<file path="config.mk">
export PLATFORM = sky130hd
export DESIGN_NAME = ufe_endpoint
export DESIGN_NICKNAME = d
export VERILOG_FILES = /design/src/core/ufe_pkg.sv /design/src/core/ufe_endpoint.sv /design/src/core/ufe_sticky.sv /design/src/core/ufe_xfer_track.sv
export SDC_FILE = /design/constraint.sdc
export NUM_CORES = 1
export LEC_CHECK = 0
export ABC_AREA = 0
export BUFFER_PORTS_ARGS = -buffer_cell sky130_fd_sc_hd__buf_2
export CELL_PAD_IN_SITES_DETAIL_PLACEMENT = 1
export CELL_PAD_IN_SITES_GLOBAL_PLACEMENT = 1
export CORE_MARGIN = 8
export CORE_UTILIZATION = 25
export CTS_BUF_LIST = sky130_fd_sc_hd__clkbuf_16
export DETAILED_ROUTE_END_ITERATION = 10
export HOLD_SLACK_MARGIN = 0.1
export PLACE_DENSITY = 0.58
export SLEW_MARGIN = 20
export SYNTH_ARGS = -nofsm -noshare
export SYNTH_HDL_FRONTEND = slang
export SYNTH_SLANG_ARGS = --single-unit
</file>
<file path="constraint.sdc">
create_clock -name mclk -period 15.86 [get_ports mclk]
set_input_delay 0.793 -clock mclk [delete_from_list [all_inputs] [get_ports mclk]]
set_output_delay 0.793 -clock mclk [all_outputs]
set_load 0.02 [all_outputs]
</file>
<file path="src/core/ufe_pkg.sv">
package ufe_pkg;

    // ==================================================
    // widths
    localparam int ADDR_W = 8;
    localparam int DATA_W = 32;
    localparam int FLAG_W = 9;
    localparam int CNT_W = 12;
    localparam int PKT_W = 7;
    localparam int LEN_W = 16;

    // ==================================================
    // register offsets (byte addresses)
    localparam logic [ADDR_W-1:0] OFF_FLAGS = 8'h00;
    localparam logic [ADDR_W-1:0] OFF_MASK = 8'h04;
    localparam logic [ADDR_W-1:0] OFF_FIFO = 8'h08;
    localparam logic [ADDR_W-1:0] OFF_COND = 8'h0c;
    localparam logic [ADDR_W-1:0] OFF_CTRL = 8'h10;
    localparam logic [ADDR_W-1:0] OFF_ALARM = 8'h14;
    localparam logic [ADDR_W-1:0] WORD_MASK = 8'hfc;

    // ==================================================
    // event flag bit positions
    localparam int BIT_EOF = 0;
    localparam int BIT_REQ = 1;
    localparam int BIT_XEND = 2;
    localparam int BIT_MSETUP = 3;
    localparam int BIT_LOW = 4;
    localparam int BIT_HIGH = 5;
    localparam int BIT_ERR = 6;
    localparam int BIT_EMPTY = 7;
    localparam int BIT_FULL = 8;

    // ==================================================
    // fifo condition register fields
    localparam int COND_W = 2;
    localparam int COND_OVF = 0;
    localparam int COND_UNF = 1;
    localparam int COND_FULL_POS = 18;
    localparam int COND_OVF_POS = 20;
    localparam int COND_UNF_POS = 21;

    // ==================================================
    // control and alarm fields
    localparam int CTRL_EP_POS = 0;
    localparam int CTRL_MAX_LSB = 1;
    localparam int ALARM_LOW_LSB = 0;
    localparam int ALARM_HIGH_LSB = 16;

    // ==================================================
    // reset values
    localparam logic [FLAG_W-1:0] FLAGS_RST = 9'h000;
    localparam logic [FLAG_W-1:0] MASK_RST = 9'h000;
    localparam logic [2:0] CTRL_RST = 3'h0;
    localparam logic [CNT_W-1:0] LOW_RST = 12'h000;
    localparam logic [CNT_W-1:0] HIGH_RST = 12'hfff;

    typedef enum logic [1:0] {
        SZ_BYTE = 2'b00,
        SZ_HALF = 2'b01,
        SZ_WORD = 2'b10
    } ufe_size_t;

    typedef struct packed {
        logic [ADDR_W-1:0] addr;
        logic [DATA_W-1:0] wdata;
        ufe_size_t size;
        logic wr;
        logic rd;
    } ufe_bus_req_t;

    typedef struct packed {
        logic pkt_end;
        logic [PKT_W-1:0] pkt_bytes;
        logic setup_rcvd;
        logic [LEN_W-1:0] wlength;
    } ufe_core_evt_t;

    typedef struct packed {
        logic full;
        logic empty;
        logic [CNT_W-1:0] count;
        logic overflow;
        logic underflow;
    } ufe_fifo_stat_t;

    typedef struct packed {
        logic strobe;
        logic [2:0] bytes;
        logic [DATA_W-1:0] data;
    } ufe_fifo_xfer_t;

endpackage

</file>
<file path="src/core/ufe_endpoint.sv">
// Implementation choices: the address-and-strobe port and the register addresses.
`timescale 1ns/1ps

// What this block does
// each event flag stays set until software writes one to it
// flags never clear when the raising condition goes away
// writing zero to a flag bit leaves it unchanged
// event in same cycle as clearing write keeps the flag set
// every monitored event can raise the processor interrupt
// flag bits 31 to 9 hold no state and read zero
// bit 8 sets when the fifo becomes full
// bit 7 sets when the fifo becomes empty
// bit 6 sets on fifo controller error; cause kept in condition register
// bit 5 sets when byte count rises above high alarm
// bit 4 sets when byte count falls below low alarm
// bit 3 sets on control endpoint setup while request flag pending
// bit 2 sets on last packet; short packet counts as last
// control endpoints also end transfer after wlength bytes moved
// bit 1 sets on device request, control endpoints only
// bit 0 sets on every packet end between fifo and core
// mask bit one blocks its flag from the interrupt
// mask bit zero lets its flag interrupt again
// data port read pops receive data, write pushes transmit data
// data port works whatever the fifo direction
// data port accepts byte, halfword and word accesses
// software uses base offset; byte 1..3 and halfword 2 accepted
// overflow and underflow are sticky, cleared by writing one
// interrupt high while any flag set with its mask bit zero
module ufe_endpoint
(
    input wire logic mclk,
    input wire logic resetn,
    input wire ufe_pkg::ufe_bus_req_t bus_req,
    output logic [ufe_pkg::DATA_W-1:0] bus_rdata,
    input wire ufe_pkg::ufe_core_evt_t core_evt,
    input wire ufe_pkg::ufe_fifo_stat_t fifo_stat,
    input wire logic [ufe_pkg::DATA_W-1:0] rx_data,
    output ufe_pkg::ufe_fifo_xfer_t rx_pop,
    output ufe_pkg::ufe_fifo_xfer_t tx_push,
    output logic irq
);

    import ufe_pkg::*;

    // ==================================================
    // reset release
    logic rst_meta;
    logic rst_n;

    // assertion is immediate, release waits two edges
    always_ff @(posedge mclk or negedge resetn)
    begin
        if (!resetn)
        begin
            rst_meta <= 1'b0;
            rst_n <= 1'b0;
        end
        else
        begin
            rst_meta <= 1'b1;
            rst_n <= rst_meta;
        end
    end

    // ==================================================
    // helpers
    function automatic logic [2:0] size_bytes(input ufe_size_t sz);
        unique case (sz)
            SZ_BYTE: return 3'h1;
            SZ_HALF: return 3'h2;
            SZ_WORD: return 3'h4;
            default: return 3'h0;
        endcase
    endfunction

    // left-justified mask of the bytes an access carries
    function automatic logic [DATA_W-1:0] top_mask(input ufe_size_t sz);
        unique case (sz)
            SZ_BYTE: return 32'hff00_0000;
            SZ_HALF: return 32'hffff_0000;
            SZ_WORD: return 32'hffff_ffff;
            default: return 32'h0000_0000;
        endcase
    endfunction

    // legal lane offsets
    function automatic logic lane_ok(input ufe_size_t sz, input logic [1:0] off);
        unique case (sz)
            SZ_BYTE: return 1'b1;
            SZ_HALF: return (off == 2'h0) || (off == 2'h2);
            SZ_WORD: return (off == 2'h0);
            default: return 1'b0;
        endcase
    endfunction

    function automatic logic [4:0] lane_shift(input logic [1:0] off);
        return {off, 3'h0};
    endfunction

    // sizes double per code step: 8, 16, 32, 64
    function automatic logic [PKT_W-1:0] max_pkt(input logic [1:0] code);
        return PKT_W'(7'h08 << code);
    endfunction

    // ==================================================
    // bus decode
    logic [ADDR_W-1:0] word_addr;
    logic [1:0] byte_off;
    logic wr_flags;
    logic wr_mask;
    logic wr_cond;
    logic wr_ctrl;
    logic wr_alarm;
    logic fifo_access_ok;

    assign word_addr = bus_req.addr & WORD_MASK;
    assign byte_off = bus_req.addr[1:0];
    assign wr_flags = bus_req.wr && (word_addr == OFF_FLAGS);
    assign wr_mask = bus_req.wr && (word_addr == OFF_MASK);
    assign wr_cond = bus_req.wr && (word_addr == OFF_COND);
    assign wr_ctrl = bus_req.wr && (word_addr == OFF_CTRL);
    assign wr_alarm = bus_req.wr && (word_addr == OFF_ALARM);
    assign fifo_access_ok = (word_addr == OFF_FIFO) && lane_ok(bus_req.size, byte_off);

    // ==================================================
    // software-set registers
    logic [FLAG_W-1:0] mask;
    logic ctrl_ep;
    logic [1:0] max_code;
    logic [CNT_W-1:0] low_level;
    logic [CNT_W-1:0] high_level;

    // mask write
    always_ff @(posedge mclk or negedge rst_n)
    begin
        if (!rst_n)
            mask <= MASK_RST;
        else if (wr_mask)
            mask <= bus_req.wdata[FLAG_W-1:0];
    end

    always_ff @(posedge mclk or negedge rst_n)
    begin
        if (!rst_n)
        begin
            ctrl_ep <= CTRL_RST[CTRL_EP_POS];
            max_code <= CTRL_RST[CTRL_MAX_LSB +: 2];
        end
        else if (wr_ctrl)
        begin
            ctrl_ep <= bus_req.wdata[CTRL_EP_POS];
            max_code <= bus_req.wdata[CTRL_MAX_LSB +: 2];
        end
    end

    always_ff @(posedge mclk or negedge rst_n)
    begin
        if (!rst_n)
        begin
            low_level <= LOW_RST;
            high_level <= HIGH_RST;
        end
        else if (wr_alarm)
        begin
            low_level <= bus_req.wdata[ALARM_LOW_LSB +: CNT_W];
            high_level <= bus_req.wdata[ALARM_HIGH_LSB +: CNT_W];
        end
    end

    // ==================================================
    // fifo condition edges
    logic full_d;
    logic empty_d;
    logic above_d;
    logic below_d;
    logic above_now;
    logic below_now;

    assign above_now = fifo_stat.count > high_level;
    assign below_now = fifo_stat.count < low_level;

    // history starts as "already true" so reset itself raises nothing
    always_ff @(posedge mclk or negedge rst_n)
    begin
        if (!rst_n)
        begin
            full_d <= 1'b1;
            empty_d <= 1'b1;
            above_d <= 1'b1;
            below_d <= 1'b1;
        end
        else
        begin
            full_d <= fifo_stat.full;
            empty_d <= fifo_stat.empty;
            above_d <= above_now;
            below_d <= below_now;
        end
    end

    // ==================================================
    // fifo error causes
    logic [COND_W-1:0] cond;
    logic [COND_W-1:0] cond_set;
    logic [COND_W-1:0] cond_clr;

    assign cond_set[COND_OVF] = fifo_stat.overflow;
    assign cond_set[COND_UNF] = fifo_stat.underflow;
    assign cond_clr[COND_OVF] = bus_req.wdata[COND_OVF_POS];
    assign cond_clr[COND_UNF] = bus_req.wdata[COND_UNF_POS];

    // sticky error causes
    ufe_sticky #(
        .W(COND_W),
        .RST('0)
    ) u_cond (
        .clk(mclk),
        .rst_n(rst_n),
        .set(cond_set),
        .clr_wr(wr_cond),
        .clr_bits(cond_clr),
        .q(cond)
    );

    // ==================================================
    // transfer end tracking
    logic xfer_end;

    ufe_xfer_track u_track (
        .clk(mclk),
        .rst_n(rst_n),
        .ctrl_ep(ctrl_ep),
        .max_bytes(max_pkt(max_code)),
        .evt(core_evt),
        .xfer_end(xfer_end)
    );

    // ==================================================
    // event flags
    logic [FLAG_W-1:0] flags;
    logic [FLAG_W-1:0] flag_set;

    always_comb
    begin
        flag_set = '0;
        // full edge
        flag_set[BIT_FULL] = fifo_stat.full && !full_d;
        // empty edge
        flag_set[BIT_EMPTY] = fifo_stat.empty && !empty_d;
        // controller error
        flag_set[BIT_ERR] = fifo_stat.overflow || fifo_stat.underflow;
        // count rose above high
        flag_set[BIT_HIGH] = above_now && !above_d;
        // count fell below low
        flag_set[BIT_LOW] = below_now && !below_d;
        // setup on pending request
        flag_set[BIT_MSETUP] = core_evt.setup_rcvd && ctrl_ep && flags[BIT_REQ];
        // transfer end
        flag_set[BIT_XEND] = xfer_end;
        // request on control endpoint
        flag_set[BIT_REQ] = core_evt.setup_rcvd && ctrl_ep;
        // packet end marker
        flag_set[BIT_EOF] = core_evt.pkt_end;
    end

    // only software clears
    ufe_sticky #(
        .W(FLAG_W),
        .RST(FLAGS_RST)
    ) u_flags (
        .clk(mclk),
        .rst_n(rst_n),
        .set(flag_set),
        .clr_wr(wr_flags),
        .clr_bits(bus_req.wdata[FLAG_W-1:0]),
        .q(flags)
    );

    // ==================================================
    // interrupt
    // unmasked flags drive irq
    always_ff @(posedge mclk or negedge rst_n)
    begin
        if (!rst_n)
            irq <= 1'b0;
        else
            irq <= |(flags & ~mask);
    end

    // ==================================================
    // data port
    logic [DATA_W-1:0] wr_just;

    // bring the written lane up to the top byte, first byte out first
    assign wr_just = (bus_req.wdata << lane_shift(byte_off)) & top_mask(bus_req.size);

    // write pushes
    always_ff @(posedge mclk or negedge rst_n)
    begin
        if (!rst_n)
            tx_push <= '0;
        else
        begin
            tx_push.strobe <= bus_req.wr && fifo_access_ok;
            tx_push.bytes <= size_bytes(bus_req.size);
            tx_push.data <= wr_just;
        end
    end

    // read pops
    always_ff @(posedge mclk or negedge rst_n)
    begin
        if (!rst_n)
            rx_pop <= '0;
        else
        begin
            rx_pop.strobe <= bus_req.rd && fifo_access_ok;
            rx_pop.bytes <= size_bytes(bus_req.size);
            rx_pop.data <= rx_data & top_mask(bus_req.size);
        end
    end

    // ==================================================
    // read data
    logic [DATA_W-1:0] next_rdata;

    always_comb
    begin
        next_rdata = '0;
        unique case (word_addr)
            // upper bits read zero
            OFF_FLAGS: next_rdata[FLAG_W-1:0] = flags;
            OFF_MASK: next_rdata[FLAG_W-1:0] = mask;
            OFF_FIFO:
            begin
                // misaligned sizes return zero and pop nothing
                if (fifo_access_ok)
                    next_rdata = (rx_data & top_mask(bus_req.size)) >> lane_shift(byte_off);
            end
            OFF_COND:
            begin
                next_rdata[COND_OVF_POS] = cond[COND_OVF];
                next_rdata[COND_UNF_POS] = cond[COND_UNF];
                next_rdata[COND_FULL_POS] = fifo_stat.full;
            end
            OFF_CTRL:
            begin
                next_rdata[CTRL_EP_POS] = ctrl_ep;
                next_rdata[CTRL_MAX_LSB +: 2] = max_code;
            end
            OFF_ALARM:
            begin
                next_rdata[ALARM_LOW_LSB +: CNT_W] = low_level;
                next_rdata[ALARM_HIGH_LSB +: CNT_W] = high_level;
            end
            default: next_rdata = '0;
        endcase
    end

    // data stands only in the cycle after the read strobe
    always_ff @(posedge mclk or negedge rst_n)
    begin
        if (!rst_n)
            bus_rdata <= '0;
        else if (bus_req.rd)
            bus_rdata <= next_rdata;
        else
            bus_rdata <= '0;
    end

endmodule

</file>
<file path="src/core/ufe_sticky.sv">
`timescale 1ns/1ps

module ufe_sticky #(
    parameter int W = 9,
    parameter logic [W-1:0] RST = '0
) (
    input wire logic clk,
    input wire logic rst_n,
    input wire logic [W-1:0] set,
    input wire logic clr_wr,
    input wire logic [W-1:0] clr_bits,
    output logic [W-1:0] q
);

    logic [W-1:0] next_q;

    always_comb
    begin
        // zero leaves bit
        next_q = clr_wr ? (q & ~clr_bits) : q;
        // set beats clear
        next_q = next_q | set;
    end

    // sticky until one written
    always_ff @(posedge clk or negedge rst_n)
    begin
        if (!rst_n)
            q <= RST;
        else
            q <= next_q;
    end

endmodule

</file>
<file path="src/core/ufe_xfer_track.sv">
`timescale 1ns/1ps

module ufe_xfer_track
    import ufe_pkg::*;
(
    input wire logic clk,
    input wire logic rst_n,
    input wire logic ctrl_ep,
    input wire logic [PKT_W-1:0] max_bytes,
    input wire ufe_pkg::ufe_core_evt_t evt,
    output logic xfer_end
);

    logic active;
    logic [LEN_W-1:0] remaining;
    logic short_pkt;
    logic len_done;

    // short packet ends transfer
    assign short_pkt = evt.pkt_bytes < max_bytes;
    // wlength bytes moved
    assign len_done = active && ({{(LEN_W-PKT_W){1'b0}}, evt.pkt_bytes} >= remaining);
    assign xfer_end = evt.pkt_end && (short_pkt || len_done);

    always_ff @(posedge clk or negedge rst_n)
    begin
        if (!rst_n)
        begin
            active <= 1'b0;
            remaining <= '0;
        end
        else if (evt.setup_rcvd)
        begin
            // zero-length data stage has nothing to count
            active <= ctrl_ep && (evt.wlength != '0);
            remaining <= evt.wlength;
        end
        else if (evt.pkt_end && active)
        begin
            active <= !len_done;
            remaining <= remaining - {{(LEN_W-PKT_W){1'b0}}, evt.pkt_bytes};
        end
    end

endmodule

</file>
==> results.py <==
metrics = {
    "global_route": {
        "grt_pass1_wl_um": 46370,
        "overflow": 0,
        "track_usage": 0.1559,
        "grt_pass1_vias": 7415,
        "antenna_found_initial": 3,
        "grt_max_degree": 82,
    },
    "logic_synthesis": {
        "synthTopCellsByCount": "dfrtp_1 (156), nand2_1 (78), inv_1 (57)",
        "yosys_warnings": 0,
        "ys.flop_type": "dfrtp_1",
        "async_flop_share": 1.000,
        "synth_cells": 805,
        "synth_cell_types": 63,
        "synth_area_um2": 8446,
        "ys_seq_area_frac": 0.5120,
        "synth_nets": 965,
        "synth_top_area_share": 0.4622,
        "synth_top_area_cell": "dfrtp_1",
        "syn_area_per_cell_um2": 10.49,
        "ys_ff_latch": 172,
        "synth_edf_count": 0,
        "yosysMostFrequentCell": "dfrtp_1",
        "synthTopCellsByArea": "dfrtp_1 (46%), ha_1 (5.9%), mux2_2 (5.2%)",
    },
    "timing": {
        "slew_violations": 0,
        "rsz0062_at_grt": "false",
        "setup_ws_ps": 13060,
        "period_share": 0.1766,
        "worstMarginPinSlew_ps": 1053,
        "hold_viol": 0,
        "fin_setup_tns_ps": 0,
        "setup_viol": 0,
        "maxSlewHeadroom": 0.2964,
        "fmax_mhz": 357.0,
        "period_minus_slack_ps": 2801,
        "fin_skew_ps": 10.06,
    },
    "die": {
        "start_util": 0.2531,
        "die_h_um": 199.8,
        "fp.dieW_um": 199.8,
        "dieArea_um2": 39920,
        "ios": 224,
        "row_count": 67,
        "core_um2": 33360,
    },
    "critical_path": {
        "cp_common_cell": "nand2_1",
        "rr_endpoint": "tx_push[29]",
        "startpoint_type": "input port",
        "r2r_start": "rst_n",
        "path_class": "input port to flip-flop",
        "worstSetupEndpointType": "flip-flop",
        "worstPathRequired_ps": 16190,
        "worstPathCellList": "buf_2, nor3_1, nand2_1, nor2_1, buf_4, nand2_1, mux2_2",
        "cpPeakStageDelay_ps": 680,
        "r2r_cells": 2,
        "r2r_slack_ps": 13620,
        "worstPathMaxFanout": 26,
        "cpMaxStageDelayCell": "nand2_1",
        "cp.arrival_ps": 3130,
    },
    "placement": {
        "place.gp.congestion": 0.7965,
        "placed_cell_area_um2": 10000,
        "dp_slack_ps": 12570,
        "hpwl_um": 24260,
        "port_buffers": 223,
    },
    "clock_network": {
        "ctsResizeCount": 0,
        "cts_sinks": 172,
        "cts_buffers": 17,
        "clkSlewWorstSetupHoldPaths_ps": 70,
        "clk_latency_ps": 440,
        "htreeDepth": 4,
        "cts_tree": "built",
        "clock_path_buffers": 2,
        "root_buffer": "clkbuf_16",
    },
    "final_layout": {
        "flow.area_growth_from_synthesis_pct": 25.58,
        "multi_input_area_um2": 3742,
        "postLayoutCoreUtil": 0.3179,
        "drive_above_1_share": 0.3161,
        "fill_cells": 3848,
        "seqCellArea_um2": 4328,
        "fin_area_um2": 10610,
        "fin_nets": 1175,
    },
    "routing": {
        "drtPass1Iterations": 5,
        "num_vias": 6879,
        "drt-initial-drc-count": 357,
        "wl_met3_um": 1801,
        "ant_nets": 0,
        "met2_length_um": 15320,
        "vias_per_cell": 4.657,
        "met1_length_um": 13610,
        "highest_layer": "met5",
        "drt_wl_total_um": 31260,
        "drc": 0,
        "wl_per_cell_um": 21.16,
    },
    "flow_run": {
        "cap_violations": 0,
    },
    "power_and_ir_drop": {
        "ir_drop_mv": 0.07554,
        "pwr_density_cell_nw_per_um2": 103.1,
        "leakage_nw": 5.085,
        "pwr-share-comb": 0.161,
        "swShare": 0.3116,
        "seqPwrFrac": 0.456,
        "p_total_mw": 1.094,
        "internal_power_uw": 753.0,
        "p_clk_frac": 0.383,
        "p_sw_uw": 340.8,
    },
    "outcome": {
        "outcome": "complete, no violations",
    },
    "hold_path": {
        "hold_class": "flip-flop to async pin",
    },
}
==> sequential cells by signal (all words and copies together), names as in the netlist, 2 cells and up <==
name and flops:
rx_pop 36, bus_rdata 32, low_level 12, u_cond.q 2
tx_push 33, max_code 2, u_track.remaining 16, u_flags.q 9
high_level 12, mask 9
==> timing repair <==
action | in CTS | in global routing
hold buffers | 1 | 0
endpoints found under the hold margin | 2 | 0
buffers inserted | 0 | 0
==> how the worst max path moves through the flow <==
stage | endpoint | depth (start not counted) | start | slack, ps
6_report | low_level[3] | 7 | bus_req[41] | 13060
5_1_grt | low_level[3] | 7 | bus_req[41] | 12840
3_3_place_gp | low_level[10] | 7 | bus_req[41] | 12580
2_1_floorplan | bus_rdata[0] | 0 | rst_n | 10740
4_1_cts | low_level[3] | 7 | bus_req[41] | 13030
3_5_place_dp | low_level[9] | 7 | bus_req[41] | 12570
==> through the flow <==
step	hold WS, ps	cells
after floorplan	331.2	805
after global placement	336.7	1443
after detailed placement	340.5	1443
after CTS	359.0	1476
after global routing	359.0	1476
final	341.3	1477
==> routing by layer <==
metal / vias up / track usage
li1: 3246 / -
met1: 3417 / 0.1923
met3: 31 / 0.03990
met4: 4 / 0.04169
met5: - / 0
met2: 181 / 0.2680
==> area by class of cell <==
type / instances / share of cell area
antenna: 1 / 0.0002359
clock buffer: 17 / 0.04011
clock inverter: 15 / 0.01463
inverter: 58 / 0.02053
multi-input combinational: 536 / 0.3528
sequential: 172 / 0.4080
tap: 448 / 0.05285
timing repair buffer: 230 / 0.1108
==> power by group through the flow <==
stage	Sequential [mW]	Combinational, mW	Clock (mW)
detailed placement	0.508	0.178	0
CTS	0.500	0.179	0.432
floorplan	0.514	0.0963	0
finish	0.499	0.176	0.419
global route	0.503	0.198	0.443
global placement	0.508	0.175	0
==> cell families after synthesis <==
kind of cell	synth area share
mux	0.07689
compound gates	0.1415
xor+xnor	0.01348
simple gates	0.1481
fa+ha+maj	0.06163
flops	0.5120
buf+inv	0.04593
other cells	0.0004440
==> worst max-delay path, delay by kind of cell <==
kind	cells	cell delay, ps
buffers and inverters	2	400
multiplexers	1	530
AND/OR/NAND/NOR	4	1390
==> cells in the final DEF, fill, tap and decap left out, drive strengths merged, types with 22 or more instances in the layout <==
master / count
o211ai: 22
buf: 229
nor2: 49
and2: 24
o21ai: 31
a21oi: 30
mux2: 39
nand2: 78
inv: 63
a22oi: 24
nor2b: 31
ha: 40
dfrtp: 156
No activity file was read; power rests on OpenSTA's default activity.
